File: config.mk
export PLATFORM = sky130hd
export DESIGN_NAME = cci_ctrl
export DESIGN_NICKNAME = d
export VERILOG_FILES = /design/src/hdl/cci_pkg.sv /design/src/hdl/cci_ctrl.sv /design/src/hdl/cci_sda_delay.sv
export VERILOG_INCLUDE_DIRS = /design/src /design/src/hdl
export SDC_FILE = /design/constraint.sdc
export NUM_CORES = 1
export LEC_CHECK = 0
export BUFFER_PORTS_ARGS = -buffer_cell sky130_fd_sc_hd__clkbuf_2
export CAP_MARGIN = 20
export CORE_MARGIN = 8
export CORE_UTILIZATION = 45
export DETAILED_ROUTE_END_ITERATION = 8
export PLACE_DENSITY = 0.65
export SYNTH_ARGS = -nofsm -noshare
export SYNTH_HDL_FRONTEND = slang
export SYNTH_SLANG_ARGS = --single-unit
File: constraint.sdc
create_clock -name clk -period 5.2 [get_ports clk]
set_input_delay 0.78 -clock clk [delete_from_list [all_inputs] [get_ports clk]]
set_output_delay 0.78 -clock clk [all_outputs]
set_load 0.05 [all_outputs]
File: src/hdl/cci_consts.svh
// constants for the control channel i2c configuration block
`ifndef CCI_CONSTS_SVH
`define CCI_CONSTS_SVH

// register offsets (byte addresses on the plain port)
`define CCI_ADDR_W          8
`define CCI_OFS_SETTINGS    8'h06
`define CCI_OFS_FARADDR     8'h07
`define CCI_RST_SETTINGS    8'h00
`define CCI_RST_FARADDR     8'h00

// settings register fields
`define CCI_BIT_SEQERR      7
`define CCI_BIT_SEQCLR      6
`define CCI_BIT_DLY_HI      4
`define CCI_BIT_DLY_LO      3
`define CCI_BIT_WRBLOCK     2
`define CCI_BIT_WDFAST      1
`define CCI_BIT_WDOFF       0
// far address register fields
`define CCI_BIT_ADDR_HI     7
`define CCI_BIT_ADDR_LO     1
`define CCI_BIT_HOLD        0

// timing, clock 100 MHz
`define CCI_CLK_MHZ         100
`define CCI_DLY_BASE_NS     250
`define CCI_DLY_STEP_NS     50
`define CCI_WD_FAST_US      50
`define CCI_WD_SLOW_US      1000000
`define CCI_WD_FAST_CYC     (`CCI_WD_FAST_US * `CCI_CLK_MHZ)
`define CCI_WD_SLOW_CYC     (`CCI_WD_SLOW_US * `CCI_CLK_MHZ)
`define CCI_SCL_HALF_NS     5000
`define CCI_SCL_HALF_CYC    ((`CCI_SCL_HALF_NS * `CCI_CLK_MHZ) / 1000)
`define CCI_RECOVER_PULSES  9

`endif

File: src/hdl/cci_pkg.sv
// types for the control channel i2c configuration block
package cci_pkg;

	// register bus request
	typedef struct packed {
		logic [7:0] addr;
		logic [7:0] wdata;
		logic       wr;
		logic       rd;
		logic       remote;
	} cci_req_s;

	// bus watchdog states
	typedef enum logic [1:0] {
		WD_WATCH   = 2'b00,
		WD_FREE    = 2'b01,
		WD_RECOVER = 2'b10
	} cci_wd_e;

endpackage

File: src/hdl/cci_ctrl.sv
// control channel i2c settings, far address and bus watchdog
//
// Notes on behaviour
// (RULE1) forward channel sequence error sets read-only bit 7 of settings.
// (RULE2) writing bit 6 as one clears the sequence error flag.
// (RULE3) bits 4-3 delay data output after clock by 250 ns plus 50 ns steps.
// (RULE4) bit 2 set rejects register writes arriving over the control channel.
// (RULE5) that blocking leaves remote access to local i2c slaves untouched.
// (RULE6) watchdog timeout is 50 us with bit 1 set, one second otherwise.
// (RULE7) bit 0 disables the watchdog; enabled it spots free or hung bus.
// (RULE8) data high and bus idle for the timeout means the bus is free.
// (RULE9) data low and bus idle for the timeout gives nine clock pulses.
// (RULE10) bits 7-1 of far address register hold the serializer i2c address.
// (RULE11) a zero far address disables all i2c access to the serializer.
// (RULE12) on receive lock the far address loads from the link identifier.
// (RULE13) hold bit 0 stops that auto-load and keeps the written address.
// (RULE14) software writing an address should also set the hold bit.
// (RULE15) error flag is sticky until cleared; both registers reset to zero.
//
// Design decision made here: strobed register access.
`timescale 1ns/1ps
`include "cci_consts.svh"

module cci_ctrl
	import cci_pkg::*;
#(
	parameter int WD_SLOW_CYC = `CCI_WD_SLOW_CYC,
	parameter int WD_FAST_CYC = `CCI_WD_FAST_CYC,
	parameter int SCL_HALF_CYC = `CCI_SCL_HALF_CYC
) (
	input  wire logic       clk,
	input  wire logic       rst_b,
	// register port
	input  wire logic [7:0] regAddr,
	input  wire logic [7:0] regWdata,
	input  wire logic       regWr,
	input  wire logic       regRd,
	input  wire logic       regRemote,
	output logic      [7:0] regRdata,
	// forward channel events
	input  wire logic       seqErrEvent,
	input  wire logic       rxLock,
	input  wire logic [6:0] linkFarId,
	// remote slave access path
	input  wire logic       remoteSlaveReq,
	output logic            remoteSlaveGrant,
	output logic            farAccessEnable,
	output logic      [6:0] farAddress,
	// local i2c bus
	input  wire logic       sclIn,
	input  wire logic       sdaIn,
	input  wire logic       sdaWant,
	output logic            sclOut,
	output logic            sclOe,
	output logic            sdaOut,
	output logic            sdaOe,
	output logic            busFree
);

	initial begin
		if (WD_FAST_CYC < 4 || WD_SLOW_CYC < WD_FAST_CYC ||
			SCL_HALF_CYC < 1 || SCL_HALF_CYC > 65535)
			$error("cci_ctrl: watchdog or scl counts out of range");
	end

	// ********************************************************************
	// input synchronisers
	// ********************************************************************
	logic [1:0] sclSync;
	logic [1:0] sdaSync;
	logic [1:0] lockSync;
	logic       sclD;
	logic       sdaD;
	logic       lockD;

	// pins and lock come from outside; two flops before any use
	always_ff @(posedge clk or negedge rst_b) begin
		if (!rst_b) begin
			sclSync  <= 2'b11;
			sdaSync  <= 2'b11;
			lockSync <= 2'b00;
		end else begin
			sclSync  <= {sclSync[0], sclIn};
			sdaSync  <= {sdaSync[0], sdaIn};
			lockSync <= {lockSync[0], rxLock};
		end
	end

	// previous synchronised values for edge detection
	always_ff @(posedge clk or negedge rst_b) begin
		if (!rst_b) begin
			sclD  <= 1'b1;
			sdaD  <= 1'b1;
			lockD <= 1'b0;
		end else begin
			sclD  <= sclSync[1];
			sdaD  <= sdaSync[1];
			lockD <= lockSync[1];
		end
	end

	wire sclFall  = sclD & ~sclSync[1];
	wire busEdge  = (sclD ^ sclSync[1]) | (sdaD ^ sdaSync[1]);
	wire lockRise = lockSync[1] & ~lockD;

	// ********************************************************************
	// register decode
	// ********************************************************************
	cci_req_s req;
	assign req = '{addr: regAddr, wdata: regWdata, wr: regWr,
		rd: regRd, remote: regRemote};

	logic       seqErr;
	logic       seqClr;
	logic [1:0] dlySel;
	logic       wrBlock;
	logic       wdFast;
	logic       wdOff;
	logic [6:0] farAddr;
	logic       holdAddr;

	// remote writes are dropped while blocking is set
	wire wrOk    = req.wr & ~(req.remote & wrBlock); // see (RULE4)
	wire wrSet   = wrOk && req.addr == `CCI_OFS_SETTINGS;
	wire wrFar   = wrOk && req.addr == `CCI_OFS_FARADDR;
	wire clrReq  = wrSet && req.wdata[`CCI_BIT_SEQCLR]; // see (RULE2)
	wire autoLd  = lockRise & ~holdAddr; // see (RULE12) (RULE13)

	wire [7:0] settingsView = {seqErr, seqClr, 1'b0, dlySel, wrBlock,
		wdFast, wdOff};
	wire [7:0] farView = {farAddr, holdAddr};
	wire [7:0] readMux =
		(req.addr == `CCI_OFS_SETTINGS) ? settingsView :
		(req.addr == `CCI_OFS_FARADDR)  ? farView : 8'h00;

	// ********************************************************************
	// registers
	// ********************************************************************
	// settings fields; reset to zero
	always_ff @(posedge clk or negedge rst_b) begin
		if (!rst_b) begin
			seqClr  <= 1'b0; // see (RULE15)
			dlySel  <= 2'b00;
			wrBlock <= 1'b0;
			wdFast  <= 1'b0;
			wdOff   <= 1'b0;
		end else if (wrSet) begin
			seqClr  <= req.wdata[`CCI_BIT_SEQCLR];
			dlySel  <= req.wdata[`CCI_BIT_DLY_HI:`CCI_BIT_DLY_LO];
			wrBlock <= req.wdata[`CCI_BIT_WRBLOCK];
			wdFast  <= req.wdata[`CCI_BIT_WDFAST];
			wdOff   <= req.wdata[`CCI_BIT_WDOFF];
		end
	end

	// sticky error flag; an event in the clear cycle wins
	always_ff @(posedge clk or negedge rst_b) begin
		if (!rst_b)
			seqErr <= 1'b0;
		else if (seqErrEvent)
			seqErr <= 1'b1; // see (RULE1) (RULE15)
		else if (clrReq)
			seqErr <= 1'b0; // see (RULE2)
	end

	// far address: software write, or link load on lock unless held
	always_ff @(posedge clk or negedge rst_b) begin
		if (!rst_b) begin
			farAddr  <= 7'h00;
			holdAddr <= 1'b0;
		end else if (wrFar) begin
			farAddr  <= req.wdata[`CCI_BIT_ADDR_HI:`CCI_BIT_ADDR_LO];
			holdAddr <= req.wdata[`CCI_BIT_HOLD]; // see (RULE10)
		end else if (autoLd) begin
			farAddr  <= linkFarId; // see (RULE12)
		end
	end

	// read data register, valid the cycle after the strobe
	always_ff @(posedge clk or negedge rst_b) begin
		if (!rst_b)
			regRdata <= 8'h00;
		else if (req.rd)
			regRdata <= readMux;
		else
			regRdata <= 8'h00;
	end

	// access outputs held in flops
	always_ff @(posedge clk or negedge rst_b) begin
		if (!rst_b) begin
			farAccessEnable  <= 1'b0;
			farAddress       <= 7'h00;
			remoteSlaveGrant <= 1'b0;
		end else begin
			farAccessEnable  <= farAddr != 7'h00; // see (RULE11)
			farAddress       <= farAddr;
			// write blocking does not gate slave pass-through
			remoteSlaveGrant <= remoteSlaveReq; // see (RULE5)
		end
	end

	// ********************************************************************
	// bus watchdog
	// ********************************************************************
	// wide counter: the one second count needs 27 bits at 100 MHz
	localparam int CW = $clog2(WD_SLOW_CYC + 1);
	wire [CW-1:0] wdLimit = wdFast ? CW'(WD_FAST_CYC - 1)
		: CW'(WD_SLOW_CYC - 1); // see (RULE6)

	cci_wd_e     wdState;
	cci_wd_e     next_wdState;
	logic [CW-1:0] idleCnt;
	logic [15:0] halfCnt;
	logic [4:0]  edgeCnt;
	logic        recSclLow;

	wire idleDone = idleCnt >= wdLimit;
	wire halfDone = halfCnt >= 16'(SCL_HALF_CYC - 1);
	wire recDone  = halfDone &&
		edgeCnt == 5'(2 * `CCI_RECOVER_PULSES - 1);

	// state choice: idle period ends as free (data high) or hung (low)
	always_comb begin
		next_wdState = wdState;
		case (wdState)
			WD_WATCH: begin
				if (!wdOff && idleDone && !busEdge)
					next_wdState = sdaSync[1] ? WD_FREE // see (RULE8)
						: WD_RECOVER; // see (RULE9)
			end
			WD_FREE: begin
				if (busEdge || wdOff)
					next_wdState = WD_WATCH;
			end
			WD_RECOVER: begin
				if (recDone)
					next_wdState = WD_WATCH;
			end
			default: next_wdState = WD_WATCH;
		endcase
	end

	// counters run only where their state needs them
	always_ff @(posedge clk or negedge rst_b) begin
		if (!rst_b) begin
			wdState <= WD_WATCH;
			idleCnt <= '0;
			halfCnt <= 16'h0000;
			edgeCnt <= 5'h00;
			recSclLow <= 1'b0;
		end else begin
			wdState <= next_wdState;
			// any bus activity or a disabled watchdog restarts the wait
			if (busEdge || wdOff || wdState != WD_WATCH) // see (RULE7)
				idleCnt <= '0;
			else if (!idleDone)
				idleCnt <= idleCnt + CW'(1);
			if (wdState == WD_RECOVER && !halfDone) begin
				halfCnt <= halfCnt + 16'h0001;
			end else if (wdState == WD_RECOVER) begin
				halfCnt   <= 16'h0000;
				edgeCnt   <= edgeCnt + 5'h01;
				recSclLow <= ~recSclLow; // see (RULE9)
			end else begin
				halfCnt   <= 16'h0000;
				edgeCnt   <= 5'h00;
				recSclLow <= 1'b0;
			end
		end
	end

	// pin drives: scl pulled low during recovery only
	logic sdaDly;

	always_ff @(posedge clk or negedge rst_b) begin
		if (!rst_b) begin
			sclOut  <= 1'b1;
			sclOe   <= 1'b0;
			sdaOut  <= 1'b0;
			sdaOe   <= 1'b0;
			busFree <= 1'b0;
		end else begin
			sclOut  <= 1'b0;
			// current state keeps the last pulse as wide as the others
			sclOe   <= recSclLow && wdState == WD_RECOVER; // see (RULE9)
			// open drain: data low is driven, high is released
			sdaOut  <= 1'b0;
			sdaOe   <= ~sdaDly;
			busFree <= next_wdState == WD_FREE;
		end
	end

	// ********************************************************************
	// data output delay
	// ********************************************************************
	cci_sda_delay #(
		.MAX_CYC (40)
	) u_sdaDelay (
		.clk     (clk),
		.rst_b   (rst_b),
		.dlySel  (dlySel),
		.sclFall (sclFall),
		.sdaWant (sdaWant),
		.sdaOut  (sdaDly)
	);

endmodule // cci_ctrl

File: src/hdl/cci_sda_delay.sv
// programmable delay of the i2c data output after the clock edge
`timescale 1ns/1ps
`include "cci_consts.svh"

module cci_sda_delay
	import cci_pkg::*;
#(
	parameter int MAX_CYC = 40
) (
	input  wire logic       clk,
	input  wire logic       rst_b,
	input  wire logic [1:0] dlySel,
	input  wire logic       sclFall,
	input  wire logic       sdaWant,
	output logic            sdaOut
);

	initial begin
		if (MAX_CYC < 2 || MAX_CYC > 255)
			$error("cci_sda_delay: MAX_CYC out of range");
	end

	// ********************************************************************
	// delay counter: 250 ns plus 50 ns per step
	// ********************************************************************
	localparam int BASE_CYC = (`CCI_DLY_BASE_NS * `CCI_CLK_MHZ) / 1000;
	localparam int STEP_CYC = (`CCI_DLY_STEP_NS * `CCI_CLK_MHZ) / 1000;

	logic [7:0] cnt;
	logic       pend;
	logic       pendVal;
	wire  [7:0] target = 8'(BASE_CYC + STEP_CYC * int'(dlySel));

	// the data output only changes once the delay after scl fall has run
	always_ff @(posedge clk or negedge rst_b) begin
		if (!rst_b) begin
			cnt     <= 8'h00;
			pend    <= 1'b0;
			pendVal <= 1'b1;
			sdaOut  <= 1'b1;
		end else if (sclFall) begin
			cnt     <= 8'h01;
			pend    <= 1'b1;
			pendVal <= sdaWant;
		end else if (pend && cnt >= target - 8'h01) begin
			pend    <= 1'b0;
			sdaOut  <= pendVal; // see (RULE3)
		end else if (pend) begin
			cnt     <= cnt + 8'h01;
		end
	end

endmodule // cci_sda_delay

==> results.toml <==
[outcome]
outcome = "completed"

[clock_network]
cts-root-buf = "clkbuf_16"
cts.repair.resized = 0
cts_htree_levels = 3
clockBufferDepth = 2
cts_hold_buf = 0
clk_latency_ps = 360
cts_tree = "done"
clkSlewWorstSetupHoldPaths_ps = 70
cts_made_buffers = 9
post_cts_buffers = 0
cts_sinks = 107

[global_routing]
gr-total-overflow = 0
antenna_found_initial = 0
grt_pass1_vias = 3851
track_usage = 0.157
grt_pass1_wl_um = 18700
grt_max_degree = 72

[drt]
routedWlPerCell_um = 15.8
routed_wl_um = 11000
drtIter0Drc = 394
final_antenna_net_count = 0
num_vias = 3862
viasPerCell = 5.52
drc = 0
first_pass_iters = 4

[finish]
stdcell_count = 700
fillCellCount = 1016
nNetsFinal = 616
area_growth_pct = 14.8
drive_gt1_frac = 0.172
diodes = 0
final_util = 0.523

[setup_path]
required_ps = 5460
crit_family = "simple AND/OR/NAND/NOR gates"
crit_path_end_kind = "flip-flop"
critPathMaxStageDelay_ps = 740
critical_path_class = "flip-flop to flip-flop"
path_cells = "ha_1 > a2111oi_4 > nor3_2 > o31a_4 > or4b_4 > or3_1 > a21oi_1"
path_max_fanout = 18
cpMaxStageDelayCell = "dfrtp_1"
startpoint_type = "flip-flop"
crit_arrival_ps = 3350
crit_buf_inv = 0

[sta]
worst_pin_slew_ps = 1070
worst_slack_ps = 2110
period_share = 0.594
finalSetupViolations = 0
relSlewSlack = 0.286
skew_ps = 8.75
hold_violations = 0
max_freq_mhz = 324
rsz0062_at_grt = "no"
timing.setup.tns_ps = 0
fin_crit_ps = 3090
maxSlewViolCount = 0

[logic_synthesis]
synthTopCellsByCount = "dfrtp_1, nor2_1, nand2_1"
synthCells = 490
avgSynthCellArea_um2 = 10.5
synth.distinct_cells = 51
synth_edf_count = 0
synth_top_area_frac = 0.476
synth-async-reset-ratio = 1.00
synth_seq_cells = 107
synth_area_mm2 = 0.00516
synth.largest_area_cell = "dfrtp_1"
ys_warn_count = 0
post-synth-top-count-cell = "dfrtp_1"
synthFlopType = "dfrtp_1"
synth-seq-area-share = 0.521
ys_top_cells_by_area = "dfrtp_1, ha_1, dfstp_2"

[power]
p_switching_mw = 0.528
peakVddDrop_mv = 0.330
fin_total_pwr_mw = 1.94
swShare = 0.272
power_frac_comb = 0.135
p_per_area_mw_per_mm2 = 327
p_int_mw = 1.41
seqPwrFrac = 0.485
leakage_nw = 2.70
clockPowerShare = 0.380

[placement]
pre_cts_slack_ps = 2100
dp_cells = 684
portBuffers = 54
place_congestion = 0.857
dp_hpwl_um = 7590

[job]
cap_viol_max_count = 0

[floorplan]
core_area_mm2 = 0.0113
pin_count = 56
die-area_mm2 = 0.0151
die_y_um = 123
dieWidth_um = 123
initial_utilization = 0.455
fp-row-count = 39

[hold_path]
hp-class = "flip-flop to flip-flop"
==> cells in the final DEF (no fill, tap or decap), types with 14 or more instances in the layout <==
cell type,n
nand3_1,21
o21ai_0,19
inv_1,14
mux2i_1,15
or3_1,15
a21oi_1,24
nor2_1,60
xnor2_1,17
nand2_1,34
dfrtp_1,98
ha_1,30
clkbuf_2,53
==> area by class of cell <==
type	count	area, um^2	share of cell area
timing repair buffer	57	295	0.0499
clock buffer	10	229	0.0387
clock inverter	6	88.8	0.0150
inverter	14	52.6	0.00888
sequential	107	2690	0.454
multi-input combinational	363	2390	0.403
tap	143	179	0.0302
==> metal layers <==
layer | up-vias | routed length, um | GRT usage
li1 | 1898 | - | -
met1 | 1856 | 4960 | 0.200
met2 | 94 | 5190 | 0.248
met3 | 14 | 715 | 0.0388
met4 | 0 | 175 | 0.0700
met5 | - | 0 | 0
==> metrics by stage <==
stage          instance area [um^2]  hold WS [ps]
4_1_cts                        5920           367
3_3_place_gp                   5600           345
2_1_floorplan                  5190           331
5_1_grt                        5920           369
6_report                       5920           362
3_5_place_dp                   5600           353
==> state kept, by name, indices dropped and copies added, names as in the netlist, 2 cells and up <==
signal / count
edgeCnt: 5
u_sdaDelay.cnt: 8
dlySel: 2
halfCnt: 16
regRdata: 8
sclSync: 2
farAddress: 7
idleCnt: 27
lockSync: 2
sdaSync: 2
wdState: 2
farAddr: 7
==> power by group through the flow <==
| stage | combinational, mW | sequential, mW | clock (mW) |
|---|---|---|---|
| floorplan | 0.144 | 0.987 | 0 |
| global placement | 0.257 | 0.953 | 0 |
| detailed placement | 0.262 | 0.956 | 0 |
| CTS | 0.264 | 0.940 | 0.759 |
| global route | 0.293 | 0.948 | 0.787 |
| finish | 0.261 | 0.940 | 0.737 |
==> logic make-up after synthesis <==
logic type      after synthesis  share of synthesized area
buf+inv                      28                     0.0214
fa+ha+maj                    30                     0.0728
compound gates               77                     0.0980
xor+xnor                     22                     0.0374
simple gates                204                      0.206
flops                       107                      0.521
other cells                   1                   0.000727
mux                          21                     0.0422
==> path summary, 6_finish.rpt <==
check,start,endpoint,cells past startpoint,slack (ps)
worst max-delay path,wdFast$_DFFE_PN0P_,idleCnt[18]$_DFFE_PN0P_,7,2110
worst min-delay path,lockSync[0]$_DFF_PN0_,lockSync[1]$_DFF_PN0_,0,360
worst max register to register,wdFast$_DFFE_PN0P_,idleCnt[18]$_DFFE_PN0P_,7,2110
worst min register to register,lockSync[0]$_DFF_PN0_,lockSync[1]$_DFF_PN0_,0,360
max in group asynchronous,rst_b,sdaSync[1]$_DFF_PN1_,2,3630
min in group asynchronous,rst_b,regRdata[7]$_DFF_PN0_,1,530
(Power assumes the default switching activity.)
